$ cat config.mk
export PLATFORM = sky130hd
export DESIGN_NAME = tds_supervisor
export DESIGN_NICKNAME = d
export VERILOG_FILES = /design/src/logic/tds_pkg.sv /design/src/logic/tds_supervisor.sv
export SDC_FILE = /design/constraint.sdc
export NUM_CORES = 1
export LEC_CHECK = 0
export BUFFER_PORTS_ARGS = -buffer_cell sky130_fd_sc_hd__buf_2
export CAP_MARGIN = 10
export CELL_PAD_IN_SITES_DETAIL_PLACEMENT = 1
export CELL_PAD_IN_SITES_GLOBAL_PLACEMENT = 1
export CORE_MARGIN = 4
export CORE_UTILIZATION = 47
export CTS_CLUSTER_DIAMETER = 50
export DETAILED_ROUTE_END_ITERATION = 8
export HOLD_SLACK_MARGIN = 0.1
export PLACE_DENSITY_LB_ADDON = 0.05
export REMOVE_ABC_BUFFERS = 1
export SETUP_SLACK_MARGIN = 0.3
export SYNTH_ARGS = -nofsm -noshare
export SYNTH_HDL_FRONTEND = slang
export SYNTH_SLANG_ARGS = --single-unit
export TNS_END_PERCENT = 100
$ cat constraint.sdc
create_clock -name clk_sys_i -period 10.28 [get_ports clk_sys_i]
set_input_delay 2.056 -clock clk_sys_i [delete_from_list [all_inputs] [get_ports clk_sys_i]]
set_output_delay 2.056 -clock clk_sys_i [all_outputs]
set_load 0.05 [all_outputs]
$ cat src/logic/tds_pkg.sv
// Package with constants and carrier types of the ride-through supervisor.
package tds_pkg;

  // Clock rate and derived timing.
  localparam int unsigned CLK_HZ = 100_000_000;
  localparam longint unsigned STORE_PERIOD_S = 3600;
  localparam longint unsigned STORE_PERIOD_CYC = STORE_PERIOD_S * CLK_HZ;

  // Frequency words are in hertz.
  localparam int FREQ_W = 16;
  localparam logic [15:0] MIN_VIB_HZ = 16'h0064;
  // Retune window is thirty percent, kept as a fraction of 100.
  localparam int unsigned WINDOW_PCT = 30;
  localparam int unsigned PCT_FULL = 100;

  // Bus voltage words are in volts.
  localparam int VOLT_W = 12;
  localparam logic [11:0] UNDERVOLT_V = 12'h09e;

  // Detection time is counted in milliseconds.
  localparam int unsigned MS_CYC = CLK_HZ / 1000;
  localparam int TIME_W = 16;

  // Reset value of the notch settings and interrupt status bit positions.
  localparam logic [15:0] NOTCH_RST = 16'h1194;
  localparam int IRQ_W = 4;
  localparam int IRQ_RETUNE = 0;
  localparam int IRQ_STORE = 1;
  localparam int IRQ_RIDE = 2;
  localparam int IRQ_UV = 3;

  // Avalon register offsets, byte addresses.
  localparam logic [7:0] REG_CTRL = 8'h00;
  localparam logic [7:0] REG_NOTCH1 = 8'h04;
  localparam logic [7:0] REG_NOTCH2 = 8'h08;
  localparam logic [7:0] REG_NOTCH3 = 8'h0c;
  localparam logic [7:0] REG_NOTCH4 = 8'h10;
  localparam logic [7:0] REG_NOTCH5 = 8'h14;
  localparam logic [7:0] REG_OSC_LVL = 8'h18;
  localparam logic [7:0] REG_PF_TIME = 8'h1c;
  localparam logic [7:0] REG_STATUS = 8'h20;
  localparam logic [7:0] REG_IRQ_STAT = 8'h24;
  localparam logic [7:0] REG_IRQ_MASK = 8'h28;
  localparam logic [31:0] UNMAPPED_RD = 32'hdead_0bad;

  // Control register fields.
  localparam int CTRL_EN = 0;
  localparam int CTRL_TLIM = 1;
  localparam int CTRL_W = 2;
  localparam logic [15:0] OSC_LVL_RST = 16'h0032;
  localparam logic [15:0] PF_TIME_RST = 16'h000a;

  // Ride-through state, Gray coded along the usual path.
  typedef enum logic [1:0] {
    TDS_IDLE = 2'b00,
    TDS_RIDE = 2'b01,
    TDS_ALARM = 2'b11
  } tds_state_t;

  // Resonance detector report.
  typedef struct packed {
    logic valid;
    logic [15:0] freq;
    logic [15:0] amp;
  } tds_reso_t;

  // Status outputs toward the host controller and power stage.
  typedef struct packed {
    logic ride_through;
    logic brake_interlock;
    logic malfunction;
    logic warning;
    logic base_drive;
    logic torque_limit;
    logic supply_drop_alarm;
    logic bus_drop_alarm;
  } tds_out_t;

endpackage

$ cat src/logic/tds_supervisor.sv
// Ride-through supervisor: notch retuning and power failure ride-through.
`timescale 1ns/10ps
`default_nettype none
//////////////////////////////////////////////////////////////////////////////
// Functional notes
// A control bit enables or disables both retuning and ride-through.
// Retuning acts only within thirty percent of notch one or notch two.
// Only the notch setting closer to the measured resonance is rewritten.
// Retuning is continuous but storage commits at most once per hour.
// Notch settings three, four and five are never touched by retuning.
// Resonances at or below 100 Hz are ignored.
// Detection sensitivity comes from the oscillation detect level setting.
// The supply drop alarm fires only when failure outlasts the set time; with the enable bit clear the code raises it at once on supply loss.
// During ride-through the bus drop threshold is adjusted automatically.
// The during-ride-through output rises once a supply failure is seen.
// The brake interlock stays asserted throughout ride-through.
// The brake interlock drops when an undervoltage alarm is raised.
// Bus voltage below 158 V raises undervoltage at once, in any mode.
// A short failure with bus voltage held ends with no alarm.
// With torque limiting selected, torque is limited during failure.
// Heavy load may raise the bus drop alarm before the set time.
// Undervoltage asserts malfunction and switches off base drive.
//////////////////////////////////////////////////////////////////////////////
module tds_supervisor #(
  parameter longint unsigned STORE_CYC = tds_pkg::STORE_PERIOD_CYC,
  parameter int unsigned MS_CYCLES = tds_pkg::MS_CYC,
  parameter logic [11:0] RIDE_BUS_V = 12'h0c8,
  parameter logic [11:0] HEAVY_MARGIN_V = 12'h014
) (
  // Clock, reset and enable.
  input wire logic clk_sys_i,
  input wire logic srst_i,
  input wire logic ce_i,
  // Avalon-MM slave.
  input wire logic [7:0] avs_address_i,
  input wire logic avs_read_i,
  input wire logic avs_write_i,
  input wire logic [31:0] avs_writedata_i,
  input wire logic [3:0] avs_byteenable_i,
  output logic [31:0] avs_readdata_o,
  output logic avs_waitrequest_o,
  // Drive sensing.
  input wire tds_pkg::tds_reso_t reso_i,
  input wire logic supply_ok_i,
  input wire logic [11:0] bus_volt_i,
  input wire logic heavy_load_i,
  input wire logic brake_req_i,
  // Storage commit handshake.
  output logic store_req_o,
  output logic [15:0] store_n1_o,
  output logic [15:0] store_n2_o,
  // Status outputs and interrupt.
  output tds_pkg::tds_out_t out_o,
  output logic irq_o
);

  initial begin
    if (MS_CYCLES < 1 || STORE_CYC < 2) begin
      $error("tds_supervisor: bad timing parameters");
    end
  end

  //////////////////////////////////////////////////////////////////////////////
  // State record.
  typedef struct packed {
    logic [31:0] rdata;
    logic wait_n;
    logic [tds_pkg::CTRL_W-1:0] ctrl;
    logic [15:0] n1;
    logic [15:0] n2;
    logic [15:0] n3;
    logic [15:0] n4;
    logic [15:0] n5;
    logic [15:0] osc_lvl;
    logic [15:0] pf_time;
    logic [tds_pkg::IRQ_W-1:0] ist;
    logic [tds_pkg::IRQ_W-1:0] imsk;
    logic irq;
    tds_pkg::tds_state_t st;
    logic [31:0] ms_cnt;
    logic [15:0] fail_ms;
    logic [63:0] store_cnt;
    logic dirty;
    logic store_req;
    logic [15:0] s1;
    logic [15:0] s2;
    tds_pkg::tds_out_t out;
  } tds_reg_t;

  tds_reg_t r_q;
  tds_reg_t r_d;

  // Retune window helpers; widened so products cannot overflow.
  logic [31:0] f100;
  logic [31:0] lo1;
  logic [31:0] hi1;
  logic [31:0] lo2;
  logic [31:0] hi2;
  logic in1;
  logic in2;
  logic [15:0] d1;
  logic [15:0] d2;
  logic detect;
  logic acc;
  logic wr_hit;
  logic [31:0] rd_mux;
  logic uv_now;
  logic [11:0] bus_thr;
  logic [tds_pkg::IRQ_W-1:0] ev;

  assign f100 = 32'(reso_i.freq) * 32'(tds_pkg::PCT_FULL);
  assign lo1 = 32'(r_q.n1) * 32'(tds_pkg::PCT_FULL - tds_pkg::WINDOW_PCT);
  assign hi1 = 32'(r_q.n1) * 32'(tds_pkg::PCT_FULL + tds_pkg::WINDOW_PCT);
  assign lo2 = 32'(r_q.n2) * 32'(tds_pkg::PCT_FULL - tds_pkg::WINDOW_PCT);
  assign hi2 = 32'(r_q.n2) * 32'(tds_pkg::PCT_FULL + tds_pkg::WINDOW_PCT);
  // window check.
  assign in1 = (f100 >= lo1) && (f100 <= hi1);
  assign in2 = (f100 >= lo2) && (f100 <= hi2);
  assign d1 = (reso_i.freq > r_q.n1) ? reso_i.freq - r_q.n1
                                     : r_q.n1 - reso_i.freq;
  assign d2 = (reso_i.freq > r_q.n2) ? reso_i.freq - r_q.n2
                                     : r_q.n2 - reso_i.freq;
  // low band ignored, R7 sensitivity level, R1 master enable.
  assign detect = reso_i.valid && r_q.ctrl[tds_pkg::CTRL_EN] &&
                  (reso_i.freq > tds_pkg::MIN_VIB_HZ) &&
                  (reso_i.amp >= r_q.osc_lvl);

  // adjusted bus threshold while riding through.
  assign bus_thr = (r_q.st == tds_pkg::TDS_RIDE) ?
                   (heavy_load_i ? RIDE_BUS_V + HEAVY_MARGIN_V : RIDE_BUS_V) :
                   tds_pkg::UNDERVOLT_V;
  // hard undervoltage level, independent of mode.
  assign uv_now = bus_volt_i < tds_pkg::UNDERVOLT_V;

  assign acc = (avs_read_i || avs_write_i) && !r_q.wait_n;
  // A write lands only at the edge where waitrequest is seen low.
  assign wr_hit = avs_write_i && r_q.wait_n;

  //////////////////////////////////////////////////////////////////////////////
  // Read multiplexer.
  always_comb begin
    case (avs_address_i)
      tds_pkg::REG_CTRL: rd_mux = 32'(r_q.ctrl);
      tds_pkg::REG_NOTCH1: rd_mux = 32'(r_q.n1);
      tds_pkg::REG_NOTCH2: rd_mux = 32'(r_q.n2);
      tds_pkg::REG_NOTCH3: rd_mux = 32'(r_q.n3);
      tds_pkg::REG_NOTCH4: rd_mux = 32'(r_q.n4);
      tds_pkg::REG_NOTCH5: rd_mux = 32'(r_q.n5);
      tds_pkg::REG_OSC_LVL: rd_mux = 32'(r_q.osc_lvl);
      tds_pkg::REG_PF_TIME: rd_mux = 32'(r_q.pf_time);
      tds_pkg::REG_STATUS: rd_mux = {22'h0, r_q.st, r_q.out};
      tds_pkg::REG_IRQ_STAT: rd_mux = 32'(r_q.ist);
      tds_pkg::REG_IRQ_MASK: rd_mux = 32'(r_q.imsk);
      default: rd_mux = tds_pkg::UNMAPPED_RD;
    endcase
  end

  //////////////////////////////////////////////////////////////////////////////
  // Next state. Writes take effect when waitrequest is low, one cycle after
  // the request is first seen; this costs a cycle but keeps reads registered.
  always_comb begin
    r_d = r_q;
    ev = '0;
    r_d.wait_n = acc;
    r_d.store_req = 1'b0;
    if (acc && avs_read_i) begin
      r_d.rdata = rd_mux;
    end
    if (wr_hit && avs_byteenable_i[0]) begin
      case (avs_address_i)
        tds_pkg::REG_CTRL: r_d.ctrl = avs_writedata_i[tds_pkg::CTRL_W-1:0];
        tds_pkg::REG_NOTCH1: r_d.n1 = avs_writedata_i[15:0];
        tds_pkg::REG_NOTCH2: r_d.n2 = avs_writedata_i[15:0];
        tds_pkg::REG_NOTCH3: r_d.n3 = avs_writedata_i[15:0];
        tds_pkg::REG_NOTCH4: r_d.n4 = avs_writedata_i[15:0];
        tds_pkg::REG_NOTCH5: r_d.n5 = avs_writedata_i[15:0];
        tds_pkg::REG_OSC_LVL: r_d.osc_lvl = avs_writedata_i[15:0];
        tds_pkg::REG_PF_TIME: r_d.pf_time = avs_writedata_i[15:0];
        tds_pkg::REG_IRQ_STAT:
          r_d.ist = r_q.ist & ~avs_writedata_i[tds_pkg::IRQ_W-1:0];
        tds_pkg::REG_IRQ_MASK: r_d.imsk = avs_writedata_i[tds_pkg::IRQ_W-1:0];
        default: r_d.ctrl = r_q.ctrl;
      endcase
    end

    // closer setting wins; R5 notches three to five untouched.
    if (detect && (in1 || in2)) begin
      ev[tds_pkg::IRQ_RETUNE] = 1'b1;
      r_d.dirty = 1'b1;
      if (in1 && (!in2 || d1 <= d2)) begin
        r_d.n1 = reso_i.freq;
      end else begin
        r_d.n2 = reso_i.freq;
      end
    end

    // hourly commit of retuned values.
    if (r_q.store_cnt != 64'h0) begin
      r_d.store_cnt = r_q.store_cnt - 64'h1;
    end else if (r_q.dirty) begin
      r_d.store_req = 1'b1;
      r_d.s1 = r_q.n1;
      r_d.s2 = r_q.n2;
      r_d.dirty = 1'b0;
      r_d.store_cnt = STORE_CYC - 64'h1;
      ev[tds_pkg::IRQ_STORE] = 1'b1;
    end

    // Ride-through machine.
    r_d.out.warning = 1'b0;
    case (r_q.st)
      tds_pkg::TDS_IDLE: begin
        r_d.ms_cnt = 32'h0;
        r_d.fail_ms = 16'h0;
        if (!supply_ok_i && r_q.ctrl[tds_pkg::CTRL_EN]) begin
          // during-ride-through on detection.
          r_d.st = tds_pkg::TDS_RIDE;
          r_d.out.ride_through = 1'b1;
          ev[tds_pkg::IRQ_RIDE] = 1'b1;
        end else if (!supply_ok_i) begin
          // Without ride-through a supply loss is an immediate drop alarm.
          r_d.st = tds_pkg::TDS_ALARM;
          r_d.out.supply_drop_alarm = 1'b1;
        end
      end
      tds_pkg::TDS_RIDE: begin
        // torque limit while riding through.
        r_d.out.torque_limit = r_q.ctrl[tds_pkg::CTRL_TLIM];
        r_d.out.warning = 1'b1;
        if (r_q.ms_cnt >= MS_CYCLES - 1) begin
          r_d.ms_cnt = 32'h0;
          r_d.fail_ms = r_q.fail_ms + 16'h1;
        end else begin
          r_d.ms_cnt = r_q.ms_cnt + 32'h1;
        end
        if (supply_ok_i) begin
          // short failure recovers silently.
          r_d.st = tds_pkg::TDS_IDLE;
          r_d.out.ride_through = 1'b0;
          r_d.out.torque_limit = 1'b0;
        end else if (r_q.fail_ms >= r_q.pf_time) begin
          // failure outlasted the detection time.
          r_d.st = tds_pkg::TDS_ALARM;
          r_d.out.supply_drop_alarm = 1'b1;
        end else if (bus_volt_i < bus_thr) begin
          // heavy load bus drop before the time.
          r_d.st = tds_pkg::TDS_ALARM;
          r_d.out.bus_drop_alarm = 1'b1;
        end
      end
      tds_pkg::TDS_ALARM: begin
        r_d.out.ride_through = 1'b0;
        r_d.out.torque_limit = 1'b0;
      end
      default: r_d.st = tds_pkg::TDS_IDLE;
    endcase

    // immediate undervoltage in any state.
    if (uv_now) begin
      r_d.st = tds_pkg::TDS_ALARM;
      r_d.out.bus_drop_alarm = 1'b1;
      r_d.out.ride_through = 1'b0;
      r_d.out.torque_limit = 1'b0;
    end
    if (r_d.st == tds_pkg::TDS_ALARM && r_q.st != tds_pkg::TDS_ALARM) begin
      ev[tds_pkg::IRQ_UV] = 1'b1;
    end
    // malfunction and base drive follow the alarm state.
    r_d.out.malfunction = (r_d.st == tds_pkg::TDS_ALARM);
    r_d.out.base_drive = (r_d.st != tds_pkg::TDS_ALARM);
    // held in ride-through, R12 dropped on alarm.
    r_d.out.brake_interlock = (r_d.st == tds_pkg::TDS_RIDE) ||
                              (brake_req_i && r_d.st != tds_pkg::TDS_ALARM);

    // Sticky status: a set in the clearing cycle survives.
    r_d.ist = r_d.ist | ev;
    r_d.irq = |(r_d.ist & r_d.imsk);
  end

  //////////////////////////////////////////////////////////////////////////////
  // State register.
  always_ff @(posedge clk_sys_i) begin
    if (srst_i) begin
      r_q <= '0;
      r_q.n1 <= tds_pkg::NOTCH_RST;
      r_q.n2 <= tds_pkg::NOTCH_RST;
      r_q.n3 <= tds_pkg::NOTCH_RST;
      r_q.n4 <= tds_pkg::NOTCH_RST;
      r_q.n5 <= tds_pkg::NOTCH_RST;
      r_q.osc_lvl <= tds_pkg::OSC_LVL_RST;
      r_q.pf_time <= tds_pkg::PF_TIME_RST;
      r_q.st <= tds_pkg::TDS_IDLE;
      r_q.out.base_drive <= 1'b1;
    end else if (ce_i) begin
      r_q <= r_d;
    end
  end

  assign avs_readdata_o = r_q.rdata;
  assign avs_waitrequest_o = !r_q.wait_n;
  assign store_req_o = r_q.store_req;
  assign store_n1_o = r_q.s1;
  assign store_n2_o = r_q.s2;
  assign out_o = r_q.out;
  assign irq_o = r_q.irq;
endmodule
`default_nettype wire

==> run_results.csv <==
group,metric,value,unit
timing,rsz0062_at_grt,"false",
worst_setup_path,r2r-end,"r_q[276]",
worst_setup_path,reg2reg_slack,2750,ps
routing,vias,23600,
global_route,grt_antenna_before_repair,0,
logic_synthesis,synth_edf_count,0,
finish,fin_cells,3931,
timing,tns,0,ps
clocking,cts.path.max_buffers,3,
clocking,path_clk_slew,50,ps
timing,finalSetupViolCount,0,
finish,stdcell_area,0.0279,mm^2
floorplanning,num_rows,84,
routing,routed_wl,87.9,mm
routing,antenna_left,0,
global_route,grt_max_degree,80,
routing,drt_pass1_iterations,6,
clocking,cts_tree,"yes",
clocking,cts.sinks,297,
min_path,min_path_type,"flop to flop",
floorplanning,core,0.0528,mm^2
timing,relSlewSlack,13.9,%
clocking,cts-root-buf,"clkbuf_16",
logic_synthesis,async_flop_share,0,%
worst_setup_path,endpoint,"r_q[276]",
logic_synthesis,synth_seq_cells,297,
worst_setup_path,r2r_start,"r_q[247]",
min_path,worstHoldStart,"store_n2_o[10]",
finish,nets,3741,
floorplanning,fp.dieArea,0.0573,mm^2
worst_setup_path,crit_fanout,13,
timing,hold_ws,446,ps
global_route,grt_pass1_vias,24900,
timing,fmax,0.110,GHz
clocking,clk_latency,580,ps
power,ir_drop,0.122,mV
logic_synthesis,ys_types,81,
clocking,cts_hold_buf,0,
worst_setup_path,critPathArrivalTime,9600,ps
placement,place_area,0.0263,mm^2
placement,gp_congestion,0.921,
run_status,status,"completed",
power,power_density,149,mW/mm^2
job,maxCapViolations,0,
global_route,grt_usage,30.1,%
logic_synthesis,synth.largest_area_cell,"dfxtp_1",
global_route,grt_first_pass_wirelength,138,mm
logic_synthesis,yosysSeqAreaShare,23.6,%
floorplanning,pin_count,172,
placement,dp.cells,3847,
clocking,post_cts_buffers,0,
logic_synthesis,synth_top_area_share,23.6,%
logic_synthesis,synth_flop_cell,"dfxtp_1",
worst_setup_path,startpoint,"reso_i[17]",
routing,wl_per_cell,22.4,um
logic_synthesis,yosysWarnings,0,
logic_synthesis,synthCells,3137,
global_route,grt.overflow.total,0,
logic_synthesis,avgSynthCellArea,8.02,um^2
timing,drv_slew,0,
timing,worst_pin_slew,1280,ps
floorplanning,start_util,47.7,%
routing,drt_iter0_drc,1374,
floorplanning,die_y,239,um
routing,viasPerCell,5.99,
worst_setup_path,cp-start-kind,"primary input",
power,p_leak,12.5,nW
worst_setup_path,crit_required,10790,ps
timing,clock_skew,26.0,ps
clocking,h-tree-depth,2,
worst_setup_path,crit_type,"primary input to flop",
clocking,cts-buffers-inserted,46,
logic_synthesis,synth_area,0.0252,mm^2
worst_setup_path,crit_path_end_kind,"flop",
placement,dpl.hpwl,67.8,mm
finish,drive_gt1_share,9.90,%
timing,finalCritPeriodShare,88.4,%
placement,port_buffers,146,
logic_synthesis,synth.area.top_cells,"dfxtp_1 24%, ha_1 20%, nand2_1 5.8%",
clocking,cts_resized,0,
timing,fin_crit,9090,ps
routing,drc,0,
worst_setup_path,ff2ff_path_depth,26,
timing,final_hold_viol_count,0,
floorplanning,die_x,239,um
finish,area_growth,10.8,%
## layer usage
layer / vias up / part of all wire (%) / track usage [%]
li1: 11200 / - / -
met1: 11700 / 46 / 40.2
met2: 499 / 47 / 50.5
met3: 151 / 4.6 / 4.29
met4: 0 / 3.0 / 9.18
met5: - / 0 / 0
## power by group
group / leakage (nW) / switching [mW] / internal, mW
Sequential: 2.40 / 0.0313 / 1.17
Combinational: 9.35 / 0.838 / 0.504
Clock: 0.764 / 0.606 / 1.01
Total: 12.5 / 1.48 / 2.69
## layout by cell type (no fill, tap or decap), types with 9 or more instances in the layout
master / synthesis / routed
o21bai_1: 17 / 17
nand2_1: 391 / 391
fa_1: 41 / 41
a211oi_1: 24 / 24
xnor2_1: 103 / 103
nor3b_1: 15 / 15
ha_1: 394 / 394
clkbuf_16: 0 / 47
a31oi_1: 24 / 24
a211o_1: 38 / 38
dfxtp_1: 297 / 297
nand3_1: 65 / 64
o211ai_1: 18 / 18
a21o_1: 74 / 74
o21ai_0: 130 / 130
a22o_1: 13 / 13
nor3_1: 66 / 61
or2_2: 12 / 12
xor2_1: 62 / 62
nor2_1: 259 / 257
a21boi_0: 13 / 13
a221oi_1: 18 / 18
nand2b_1: 23 / 23
and3_1: 41 / 41
inv_1: 211 / 211
and2_1: 9 / 9
a21oi_1: 284 / 284
nor2b_1: 16 / 16
or3_1: 26 / 26
nor4_1: 22 / 20
nand3b_1: 19 / 19
a22oi_1: 26 / 26
mux2i_1: 37 / 37
buf_4: 73 / 52
buf_2: 4 / 145
a311oi_1: 14 / 14
a222oi_1: 11 / 11
nand4_1: 39 / 39
## kinds of logic after synthesis
kind of cell | Yosys count | share of synthesized area (%)
simple gates | 1029 | 18.9
compound gates | 772 | 20.0
fa+ha+maj | 436 | 22.9
buf+inv | 392 | 6.96
flops | 297 | 23.6
xor+xnor | 165 | 5.74
mux | 45 | 1.83
other cells | 1 | 0.0149
## synthesized netlist by cell type (5+ instances only)
cell type / count
ha_1: 394
nand2_1: 391
dfxtp_1: 297
a21oi_1: 284
nor2_1: 259
inv_1: 211
o21ai_0: 130
xnor2_1: 103
clkbuf_1: 100
a21o_1: 74
buf_4: 73
nor3_1: 66
nand3_1: 65
xor2_1: 62
and3_1: 41
fa_1: 41
nand4_1: 39
a211o_1: 38
mux2i_1: 37
a22oi_1: 26
or3_1: 26
a211oi_1: 24
a31oi_1: 24
nand2b_1: 23
nor4_1: 22
nand3b_1: 19
a221oi_1: 18
o211ai_1: 18
o21bai_1: 17
nor2b_1: 16
nor3b_1: 15
a311oi_1: 14
a21boi_0: 13
a22o_1: 13
or2_2: 12
a222oi_1: 11
and2_1: 9
and4_1: 8
mux2_2: 8
o31ai_1: 8
o21a_1: 7
or4_1: 6
o221ai_1: 5
## through the flow
step / setup slack [ps] / power [mW] / utilization [%]
after detailed placement: 851 / 2.55 / 49.8
final: 1190 / 4.16 / 52.8
after global placement: 928 / 2.49 / 49.8
after global routing: 826 / 4.41 / 52.8
after CTS: 1350 / 4.18 / 52.8
after floorplan: 1360 / 2.12 / -
## registers in the layout, summed over array words and instances (netlist names)
name	count
out_o	8
irq_o	1
r_q	238
avs_readdata_o	17
store_n1_o	16
store_n2_o	16
store_req_o	1
## worst min path at each step
stage | slack (ps) | cells after the start | endpoint
floorplan | 430 | 2 | r_q[197]
global placement | 430 | 2 | store_n2_o[13]
detailed placement | 440 | 2 | store_n1_o[0]
CTS | 450 | 2 | store_n2_o[10]
global route | 470 | 2 | store_n1_o[0]
finish | 450 | 2 | store_n2_o[10]
## critical path: stages
cell and delay [ps]:
buf_2 340, inv_1 240, ha_1 330, ha_1 280, ha_1 250, fa_1 430, a21o_1 180, a21oi_1 240
o21bai_1 100, a21oi_1 240, nor2b_1 80, o21a_1 190, o31a_1 290, o21ai_0 390, o2111ai_1 200, a21oi_1 210
xnor2_1 500, ha_1 300, nand3_1 140, nor3_1 210, nand3_1 110, o31a_1 290, a211oi_4 620, a2111oi_4 170
o22ai_1 930, a211o_1 250
## final cells by class
| cell class | instances | area, um^2 |
|---|---|---|
| multi-input cells | 2452 | 17500 |
| clock buffers | 55 | 1230 |
| fillers | 6386 | 24900 |
| clock inverters | 26 | 344 |
| diodes | 1 | 2.50 |
| inverters | 212 | 796 |
| repair buffers | 200 | 1150 |
| flip-flops and latches | 297 | 5950 |
| well taps | 688 | 861 |
Note: power is estimated with default switching activity, not from simulation.
